**src/adcsc_defines.svh**
```systemverilog
`ifndef ADCSC_DEFINES_SVH
`define ADCSC_DEFINES_SVH

// Byte addresses on the CPU port (8-bit writes, 8- or 16-bit reads)
`define ADCSC_ADDR_RES_HI   4'h0
`define ADCSC_ADDR_RES_LAST 4'h7
`define ADCSC_ADDR_CSR      4'h8
`define ADCSC_ADDR_TRG      4'h9

// Control/status bit positions
`define ADCSC_CSR_FLAG  7
`define ADCSC_CSR_IE    6
`define ADCSC_CSR_START 5
`define ADCSC_CSR_SCAN  4
`define ADCSC_CSR_CKS   3
`define ADCSC_TRG_EN    7

`define ADCSC_CSR_RESET   8'h00
`define ADCSC_TRG_RSVD    6'h3f
`define ADCSC_RES_RESET   10'h000
`define ADCSC_RES_PAD     6'h00

// Conversion time in states (one state is one clock cycle)
`define ADCSC_CONV_STATES_SLOW 8'h86
`define ADCSC_CONV_STATES_FAST 8'h46

`endif

```
**src/adcsc_pkg.sv**
```systemverilog
package adcsc_pkg;
  typedef enum logic [0:0] {
    ADCSC_IDLE = 1'b0,
    ADCSC_BUSY = 1'b1
  } adcsc_state_t;
endpackage

```
**src/adcsc_core.sv**
```systemverilog
`timescale 1ns/1ps
`default_nettype none
`include "adcsc_defines.svh"
module adcsc_core (
  // Clock and reset
  input  wire logic       clk,
  input  wire logic       resetn,
  // Handshake
  input  wire logic       start,
  input  wire logic       abort,
  input  wire logic       fast,
  input  wire logic [9:0] sample,
  output logic            done,
  output logic [9:0]      result
);
  logic [7:0] cnt_q;
  logic       busy_q;
  logic [9:0] hold_q;

  // Sample held from start, delivered after the selected state count
  always_ff @(posedge clk) begin
    if (!resetn || abort) begin
      busy_q <= 1'b0;
      cnt_q  <= 8'h00;
      hold_q <= `ADCSC_RES_RESET;
    end else if (start) begin
      busy_q <= 1'b1;
      cnt_q  <= fast ? `ADCSC_CONV_STATES_FAST - 8'h01
                     : `ADCSC_CONV_STATES_SLOW - 8'h01;
      hold_q <= sample;
    end else if (busy_q) begin
      if (cnt_q == 8'h00) begin
        busy_q <= 1'b0;
      end else begin
        cnt_q <= cnt_q - 8'h01;
      end
    end
  end

  always_ff @(posedge clk) begin
    if (!resetn || abort) begin
      done   <= 1'b0;
      result <= `ADCSC_RES_RESET;
    end else begin
      done   <= busy_q && (cnt_q == 8'h00) && !start;
      result <= hold_q;
    end
  end
endmodule
`default_nettype wire

```
**src/adcsc_top.sv**
```systemverilog
`timescale 1ns/1ps
`default_nettype none
`include "adcsc_defines.svh"
module adcsc_top (
  // Clock and reset
  input  wire logic       clk,
  input  wire logic       resetn,
  input  wire logic       standby,
  // CPU port
  input  wire logic [3:0] cpu_addr,
  input  wire logic       cpu_rd,
  input  wire logic       cpu_wr,
  input  wire logic       cpu_word,
  input  wire logic [7:0] cpu_wdata,
  output logic [15:0]     cpu_rdata,
  // Converted input levels
  input  wire logic [9:0] analog_input_0,
  input  wire logic [9:0] analog_input_1,
  input  wire logic [9:0] analog_input_2,
  input  wire logic [9:0] analog_input_3,
  input  wire logic [9:0] analog_input_4,
  input  wire logic [9:0] analog_input_5,
  input  wire logic [9:0] analog_input_6,
  input  wire logic [9:0] analog_input_7,
  // Trigger and interrupt
  input  wire logic       ext_trigger_pin,
  output logic            conversion_end_irq
);

  ////////////////////////////////////////////////////////////////////////////////
  // Declarations

  adcsc_pkg::adcsc_state_t state_q;

  logic       conversion_end_flag_q;
  logic       end_interrupt_enable_q;
  logic       conversion_start_bit_q;
  logic       scan_mode_q;
  logic       conv_time_select_q;
  logic [2:0] channel_field_q;
  logic       ext_trigger_enable_q;
  logic       trg_rsvd0_q;
  logic       trg_pin_q;
  logic       flag_read_one_q;
  logic [1:0] scan_idx_q;
  logic [7:0] temp_q;
  logic [9:0] result_q [4];

  logic       clr_n;
  logic       csr_wr;
  logic       trg_wr;
  logic       trig_fall;
  logic       go;
  logic       core_start;
  logic       core_abort;
  logic       core_done;
  logic [9:0] core_result;
  logic [2:0] cur_chan;
  logic [1:0] next_idx;
  logic [2:0] start_chan;
  logic [1:0] res_idx;
  logic       res_hi_rd;
  logic       pass_end;
  logic [9:0] sample;
  logic [9:0] ain [8];

  ////////////////////////////////////////////////////////////////////////////////
  // Decode

  // Standby clears everything, same as a reset
  assign clr_n     = resetn && !standby;
  assign csr_wr    = cpu_wr && (cpu_addr == `ADCSC_ADDR_CSR);
  assign trg_wr    = cpu_wr && (cpu_addr == `ADCSC_ADDR_TRG);
  assign res_hi_rd = cpu_rd && (cpu_addr <= `ADCSC_ADDR_RES_LAST) && !cpu_addr[0];
  assign res_idx   = cpu_addr[2:1];

  // Falling edge only while enabled
  assign trig_fall = ext_trigger_enable_q && trg_pin_q && !ext_trigger_pin;

  assign ain[0] = analog_input_0;
  assign ain[1] = analog_input_1;
  assign ain[2] = analog_input_2;
  assign ain[3] = analog_input_3;
  assign ain[4] = analog_input_4;
  assign ain[5] = analog_input_5;
  assign ain[6] = analog_input_6;
  assign ain[7] = analog_input_7;

  ////////////////////////////////////////////////////////////////////////////////
  // Sequencing

  // Scan: group from the top bit, then a running offset from its first channel
  assign cur_chan = scan_mode_q ? {channel_field_q[2], scan_idx_q}
                                : channel_field_q;
  // A back-to-back scan start must sample the next channel, not the finished one
  assign next_idx   = pass_end ? 2'h0 : scan_idx_q + 2'h1;
  assign start_chan = (scan_mode_q && core_done) ? {channel_field_q[2], next_idx}
                                                 : cur_chan;
  assign sample     = ain[start_chan];

  // Scan pass ends when the offset reaches the count in the low bits
  assign pass_end = !scan_mode_q || (scan_idx_q == channel_field_q[1:0]);

  assign go = conversion_start_bit_q;

  // Clearing the start bit stops the core mid-conversion
  assign core_abort = (state_q == adcsc_pkg::ADCSC_BUSY) && !go;

  always_comb begin
    core_start = 1'b0;
    case (state_q)
      adcsc_pkg::ADCSC_IDLE: begin
        core_start = go;
      end
      adcsc_pkg::ADCSC_BUSY: begin
        // Next scan channel, or restart of the group after a pass
        core_start = core_done && go && scan_mode_q;
      end
      default: begin
        core_start = 1'b0;
      end
    endcase
  end

  always_ff @(posedge clk) begin
    if (!clr_n) begin
      state_q <= adcsc_pkg::ADCSC_IDLE;
    end else begin
      case (state_q)
        adcsc_pkg::ADCSC_IDLE: begin
          if (go) begin
            state_q <= adcsc_pkg::ADCSC_BUSY;
          end
        end
        adcsc_pkg::ADCSC_BUSY: begin
          if (!go || (core_done && !scan_mode_q)) begin
            state_q <= adcsc_pkg::ADCSC_IDLE;
          end
        end
        default: begin
          state_q <= adcsc_pkg::ADCSC_IDLE;
        end
      endcase
    end
  end

  always_ff @(posedge clk) begin
    if (!clr_n) begin
      scan_idx_q <= 2'h0;
    end else if (state_q == adcsc_pkg::ADCSC_IDLE || !go) begin
      scan_idx_q <= 2'h0;
    end else if (core_done) begin
      scan_idx_q <= next_idx;
    end
  end

  adcsc_core u_core (
    .clk    (clk),
    .resetn (clr_n),
    .start  (core_start),
    .abort  (core_abort),
    .fast   (conv_time_select_q),
    .sample (sample),
    .done   (core_done),
    .result (core_result)
  );

  ////////////////////////////////////////////////////////////////////////////////
  // Result registers

  generate
    for (genvar i = 0; i < 4; i++) begin : g_res
      always_ff @(posedge clk) begin
        if (!clr_n) begin
          result_q[i] <= `ADCSC_RES_RESET;
        end else if (core_done && go && cur_chan[1:0] == 2'(i)) begin
          result_q[i] <= core_result;
        end
      end
    end
  endgenerate

  ////////////////////////////////////////////////////////////////////////////////
  // Control and status

  always_ff @(posedge clk) begin
    if (!clr_n) begin
      conversion_start_bit_q <= 1'b0;
    end else if (trig_fall) begin
      conversion_start_bit_q <= 1'b1;
    end else if (csr_wr) begin
      conversion_start_bit_q <= cpu_wdata[`ADCSC_CSR_START];
    end else if (core_done && !scan_mode_q && state_q == adcsc_pkg::ADCSC_BUSY) begin
      conversion_start_bit_q <= 1'b0;
    end
  end

  always_ff @(posedge clk) begin
    if (!clr_n) begin
      end_interrupt_enable_q <= 1'b0;
      scan_mode_q            <= 1'b0;
      conv_time_select_q     <= 1'b0;
      channel_field_q        <= 3'h0;
    end else if (csr_wr) begin
      end_interrupt_enable_q <= cpu_wdata[`ADCSC_CSR_IE];
      scan_mode_q            <= cpu_wdata[`ADCSC_CSR_SCAN];
      // Changing it with the start bit set is a software fault
      conv_time_select_q     <= cpu_wdata[`ADCSC_CSR_CKS];
      channel_field_q        <= cpu_wdata[2:0];
    end
  end

  // Set wins over a clear in the same cycle
  always_ff @(posedge clk) begin
    if (!clr_n) begin
      conversion_end_flag_q <= 1'b0;
    end else if (core_done && go && pass_end) begin
      conversion_end_flag_q <= 1'b1;
    end else if (csr_wr && !cpu_wdata[`ADCSC_CSR_FLAG] && flag_read_one_q) begin
      conversion_end_flag_q <= 1'b0;
    end
  end

  // Remembers a read of the flag as 1 until the next control write
  always_ff @(posedge clk) begin
    if (!clr_n) begin
      flag_read_one_q <= 1'b0;
    end else if (csr_wr) begin
      flag_read_one_q <= 1'b0;
    end else if (cpu_rd && cpu_addr == `ADCSC_ADDR_CSR && conversion_end_flag_q) begin
      flag_read_one_q <= 1'b1;
    end
  end

  always_ff @(posedge clk) begin
    if (!clr_n) begin
      ext_trigger_enable_q <= 1'b0;
      trg_rsvd0_q          <= 1'b0;
    end else if (trg_wr) begin
      ext_trigger_enable_q <= cpu_wdata[`ADCSC_TRG_EN];
      trg_rsvd0_q          <= cpu_wdata[0];
    end
  end

  // Idles high, so a pin low out of reset reads as an edge in the first cycle; the cleared enable masks it
  always_ff @(posedge clk) begin
    if (!clr_n) begin
      trg_pin_q <= 1'b1;
    end else begin
      trg_pin_q <= ext_trigger_pin;
    end
  end

  always_ff @(posedge clk) begin
    if (!clr_n) begin
      conversion_end_irq <= 1'b0;
    end else begin
      conversion_end_irq <= conversion_end_flag_q && end_interrupt_enable_q;
    end
  end

  ////////////////////////////////////////////////////////////////////////////////
  // Read path

  // Lower byte is captured at the upper-byte read so a byte pair stays coherent
  always_ff @(posedge clk) begin
    if (!clr_n) begin
      temp_q <= 8'h00;
    end else if (res_hi_rd && !cpu_word) begin
      temp_q <= {result_q[res_idx][1:0], `ADCSC_RES_PAD};
    end
  end

  always_ff @(posedge clk) begin
    if (!clr_n) begin
      cpu_rdata <= 16'h0000;
    end else if (cpu_rd) begin
      if (cpu_addr <= `ADCSC_ADDR_RES_LAST && cpu_word) begin
        cpu_rdata <= {result_q[res_idx], `ADCSC_RES_PAD};
      end else if (cpu_addr <= `ADCSC_ADDR_RES_LAST && !cpu_addr[0]) begin
        cpu_rdata <= {8'h00, result_q[res_idx][9:2]};
      end else if (cpu_addr <= `ADCSC_ADDR_RES_LAST) begin
        cpu_rdata <= {8'h00, temp_q};
      end else if (cpu_addr == `ADCSC_ADDR_CSR) begin
        cpu_rdata <= {8'h00, conversion_end_flag_q, end_interrupt_enable_q,
                      conversion_start_bit_q, scan_mode_q, conv_time_select_q,
                      channel_field_q};
      end else if (cpu_addr == `ADCSC_ADDR_TRG) begin
        cpu_rdata <= {8'h00, ext_trigger_enable_q, `ADCSC_TRG_RSVD, trg_rsvd0_q};
      end else begin
        cpu_rdata <= 16'h0000;
      end
    end
  end

endmodule
`default_nettype wire

```
**config.mk**
```make
export PLATFORM = sky130hd
export DESIGN_NAME = adcsc_top
export DESIGN_NICKNAME = d
export VERILOG_FILES = /design/src/adcsc_pkg.sv /design/src/adcsc_core.sv /design/src/adcsc_top.sv
export VERILOG_INCLUDE_DIRS = /design/src
export SDC_FILE = /design/constraint.sdc
export NUM_CORES = 1
export LEC_CHECK = 0
export BUFFER_PORTS_ARGS = -buffer_cell sky130_fd_sc_hd__buf_2
export CAP_MARGIN = 40
export CORE_ASPECT_RATIO = 1.4
export CORE_MARGIN = 2
export CORE_UTILIZATION = 40
export CTS_BUF_LIST = sky130_fd_sc_hd__clkbuf_4 sky130_fd_sc_hd__clkbuf_8
export DETAILED_ROUTE_END_ITERATION = 8
export GPL_TIMING_DRIVEN = 1
export HOLD_SLACK_MARGIN = 0.15
export PLACE_DENSITY_LB_ADDON = 0.2
export RECOVER_POWER = 25
export REMOVE_ABC_BUFFERS = 1
export SLEW_MARGIN = 20
export SYNTH_ARGS = -nofsm -noshare
export SYNTH_HDL_FRONTEND = slang
export SYNTH_HIERARCHICAL = 1
export SYNTH_SLANG_ARGS = --single-unit
```
**constraint.sdc**
```tcl
create_clock -name clk -period 2.4 [get_ports clk]
set_input_delay 0.24 -clock clk [delete_from_list [all_inputs] [get_ports clk]]
set_output_delay 0.24 -clock clk [all_outputs]
set_load 0.05 [all_outputs]
```
==> impl_metrics.csv <==
group,metric,value,unit
synthesis,postSynthRegisterBits,104,
layout,fin_util,49.7,%
timing,setup_viol,0,
timing,fin_skew,0.0148,ns
synthesis,ys_types,57,
route,dr.first_iter.drc_count,187,
synthesis,async_reset_ff_share,0,%
worst_setup_path,max_stage_delay,0.46,ns
timing,setup_ws,0.154,ns
clocking,cts_tree,"done",
placed_design,dp_hpwl,10.3,mm
route,viasPerCell,5.36,
global_routing,grt_overflow,0,
clocking,cts.sinks,104,
hold_path,hp-class,"input port to flip-flop",
clocking,cts_setup_buffers,0,
run,drv_cap,0,
placed_design,place_congestion,0.838,
timing,slew_viol_final,0,
worst_setup_path,cp_top_family,"multiplexers",
route,wl,13.8,mm
global_routing,top_usage_layer,"met2",
timing,finalCritPeriodShare,93.6,%
synthesis,synth_seq_area_share,45.3,%
synthesis,netlist_instances,529,
layout,multi_input_area,2820,sq um
route,dr_total_vias,4562,
worst_setup_path,path_cells,"and3b_1 -> a31o_1 -> nor2_2 -> buf_12 -> mux2_1 -> mux4_2 -> mux2i_1 -> nor2_1",
timing,fmax,0.445,GHz
run_status,outcome,"finished clean",
placed_design,post-place-ws,0.0974,ns
timing,tightestPinTransition,0.912,ns
worst_setup_path,arrival,2.51,ns
layout,nets,765,
synthesis,synth.most_common_cell,"dfxtp_1",
global_routing,grt_pass1_wl,21.9,mm
synthesis,synth_area,5480,sq um
clocking,cts-root-buf,"clkbuf_8",
floorplan,die_w,103,microns
power_and_ir_drop,cellLeakagePower,2.62,nW
synthesis,ys_warn_count,6,
timing,grt_setup_unrepaired,"false",
floorplan,die_y,143,microns
timing,min_period,2.25,ns
route,drc_errors,0,
global_routing,grt_pass1_vias,4493,
clocking,cts_buffers,9,
synthesis,synth.area.top_cells,"dfxtp_1, edfxtp_1, mux4_2",
worst_setup_path,startpoint_type,"flip-flop",
floorplan,die-area,14700,sq um
floorplan,rows,50,
worst_setup_path,worstSetupEndpointType,"flip-flop",
layout,seqCellArea,2480,sq um
placed_design,io_buffers,115,
floorplan,io_pins,116,
global_routing,globalRouteMet3Util,3.34,%
synthesis,synth_flop_cell,"dfxtp_1",
timing,timing_hold_violations_final,0,
synthesis,synth_edf_count,40,
floorplan,initial_utilization,41.0,%
placed_design,postPlaceCellArea,6410,sq um
timing,max_slew_margin,39.2,%
global_routing,use_met2,34.5,%
route,wl_per_cell,16.3,microns
route,ant_nets,0,
clocking,clk_pin_slew,0.11,ns
synthesis,synth_commonest_cells,"dfxtp_1, and2_1, nand2_1",
worst_setup_path,path_max_fanout,21,
worst_setup_path,critical_path_class,"flip-flop to flip-flop",
worst_setup_path,worst-path-buf-inv,1,
synthesis,syn_avg_cell_area,10.4,sq um
layout,diodes,0,
global_routing,grt_max_degree,29,
global_routing,grt_usage,19.1,%
clocking,clk-insertion-delay-late,0.38,ns
layout,layout-drive-gt1-share,27.5,%
clocking,htree_levels,3,
layout,syn_to_final_growth,21.5,%
layout,fillerInstances,1275,
global_routing,antenna_found_initial,1,
clocking,cts_buffer_depth,2,
route,first_pass_iters,4,
layout,stdcell_area,6660,sq um
synthesis,synth_top_cell_by_area,"dfxtp_1",
worst_setup_path,cp_data_required_time,2.66,ns
power_and_ir_drop,powerDensity,493,nW/um^2
synthesis,synth_top_area_share,23.4,%
floorplan,core,13400,sq um
power_and_ir_drop,peakVddDrop,0.000247,V
global_routing,met1_usage,22.8,%
worst_setup_path,cpMaxStageDelayCell,"mux4_2",
[layout make-up]
| cell class | instances | area share (%) |
|---|---|---|
| well taps | 182 | 3.42 |
| clock buffers | 9 | 1.86 |
| multi-input cells | 384 | 42.3 |
| flip-flops and latches | 104 | 37.3 |
| inverters | 8 | 0.451 |
| clock inverters | 7 | 1.05 |
| repair buffers | 157 | 13.6 |
[placed cells by master (no fill, tap or decap), types with 3 or more instances in the layout]
master / instances
nor4_1: 4
and2_0: 8
mux2_1: 7
o21ai_0: 19
clkbuf_8: 9
dlygate4sd3_1: 9
a21oi_1: 25
nand2_1: 48
edfxtp_1: 40
a22oi_1: 45
o211ai_1: 4
and2_1: 45
a221oi_1: 3
dfxtp_1: 62
or4b_1: 3
nand2b_1: 13
o21a_1: 3
nand3_1: 8
nor3_1: 3
mux2_4: 9
and3_1: 4
mux4_2: 19
buf_2: 97
o31ai_1: 3
mux2i_1: 17
a211oi_1: 5
nor3b_1: 3
inv_6: 4
buf_4: 28
a21boi_0: 3
nor2_1: 37
nor2b_1: 8
a31oi_1: 3
clkbuf_1: 21
mux2_2: 3
inv_1: 7
[through the flow]
stage                     instances  total power [mW]  setup TNS [ns]  hold slack [ns]
after floorplan                 496              2.07           -8.31            0.341
after global placement          826              2.23               0            0.437
after detailed placement        826              2.24               0            0.441
after CTS                       851              3.32               0            0.161
after global routing            851              3.42               0            0.171
final                           851              3.28               0            0.187
[final timing paths]
path	slack, ns	from	end	depth (start not counted)
min	0.19	cpu_rd	cpu_rdata[7]$_SDFFE_PN0P_	3
min reg2reg	0.47	u_core/hold_q[1]$_SDFFE_PP0P_	u_core/result[1]$_SDFF_PP0_	1
max	0.15	u_core/done$_SDFF_PP0_	u_core/hold_q[4]$_SDFFE_PP0P_	8
max reg2reg	0.15	u_core/done$_SDFF_PP0_	u_core/hold_q[4]$_SDFFE_PP0P_	8
[registers in the layout (all words and copies together) (netlist names), 2 cells and up]
name,cells
result_q,40
cpu_rdata,16
u_core/hold_q,10
u_core/result,10
u_core/cnt_q,8
channel_field_q,3
scan_idx_q,2
temp_q,2
[kinds of logic (layout without fill, tap and decap cells)]
group                      count (synthesis)  after routing  synth area share (%)
xor gates and xnor gates                   3              3                 0.616
and+or+nand+nor                          197            197                  19.0
buffers and inverters                     41            181                  3.40
DFF                                      104            104                  45.3
AOI/OAI and AO/OA                        127            127                  15.9
muxes                                     55             55                  15.4
adders and majority gates                  2              2                 0.456
[tightest hold or removal path: stages]
cell and delay [ns]:
buf_2 0.14, nand3_1 0.07, o21ai_0 0.06
[where the power goes]
part	switching, mW	internal (mW)	leakage [nW]
sequential	0.0106	1.86	0.962
clock	0.670	0.408	0.0959
combinational	0.163	0.169	1.56
total	0.844	2.44	2.62
[metal layers]
metal / up-vias / wire length, microns
met5: - / 10
met4: 2 / 197
met3: 17 / 664
met2: 139 / 7210
met1: 2169 / 5750
li1: 2235 / -
[timing repair]
item                       in CTS  in global routing
hold buffers                    9                  0
setup endpoints to repair       0                  5
resized for setup               0                  2
hold endpoints to repair       10                  0
(Power assumes the default switching activity.)
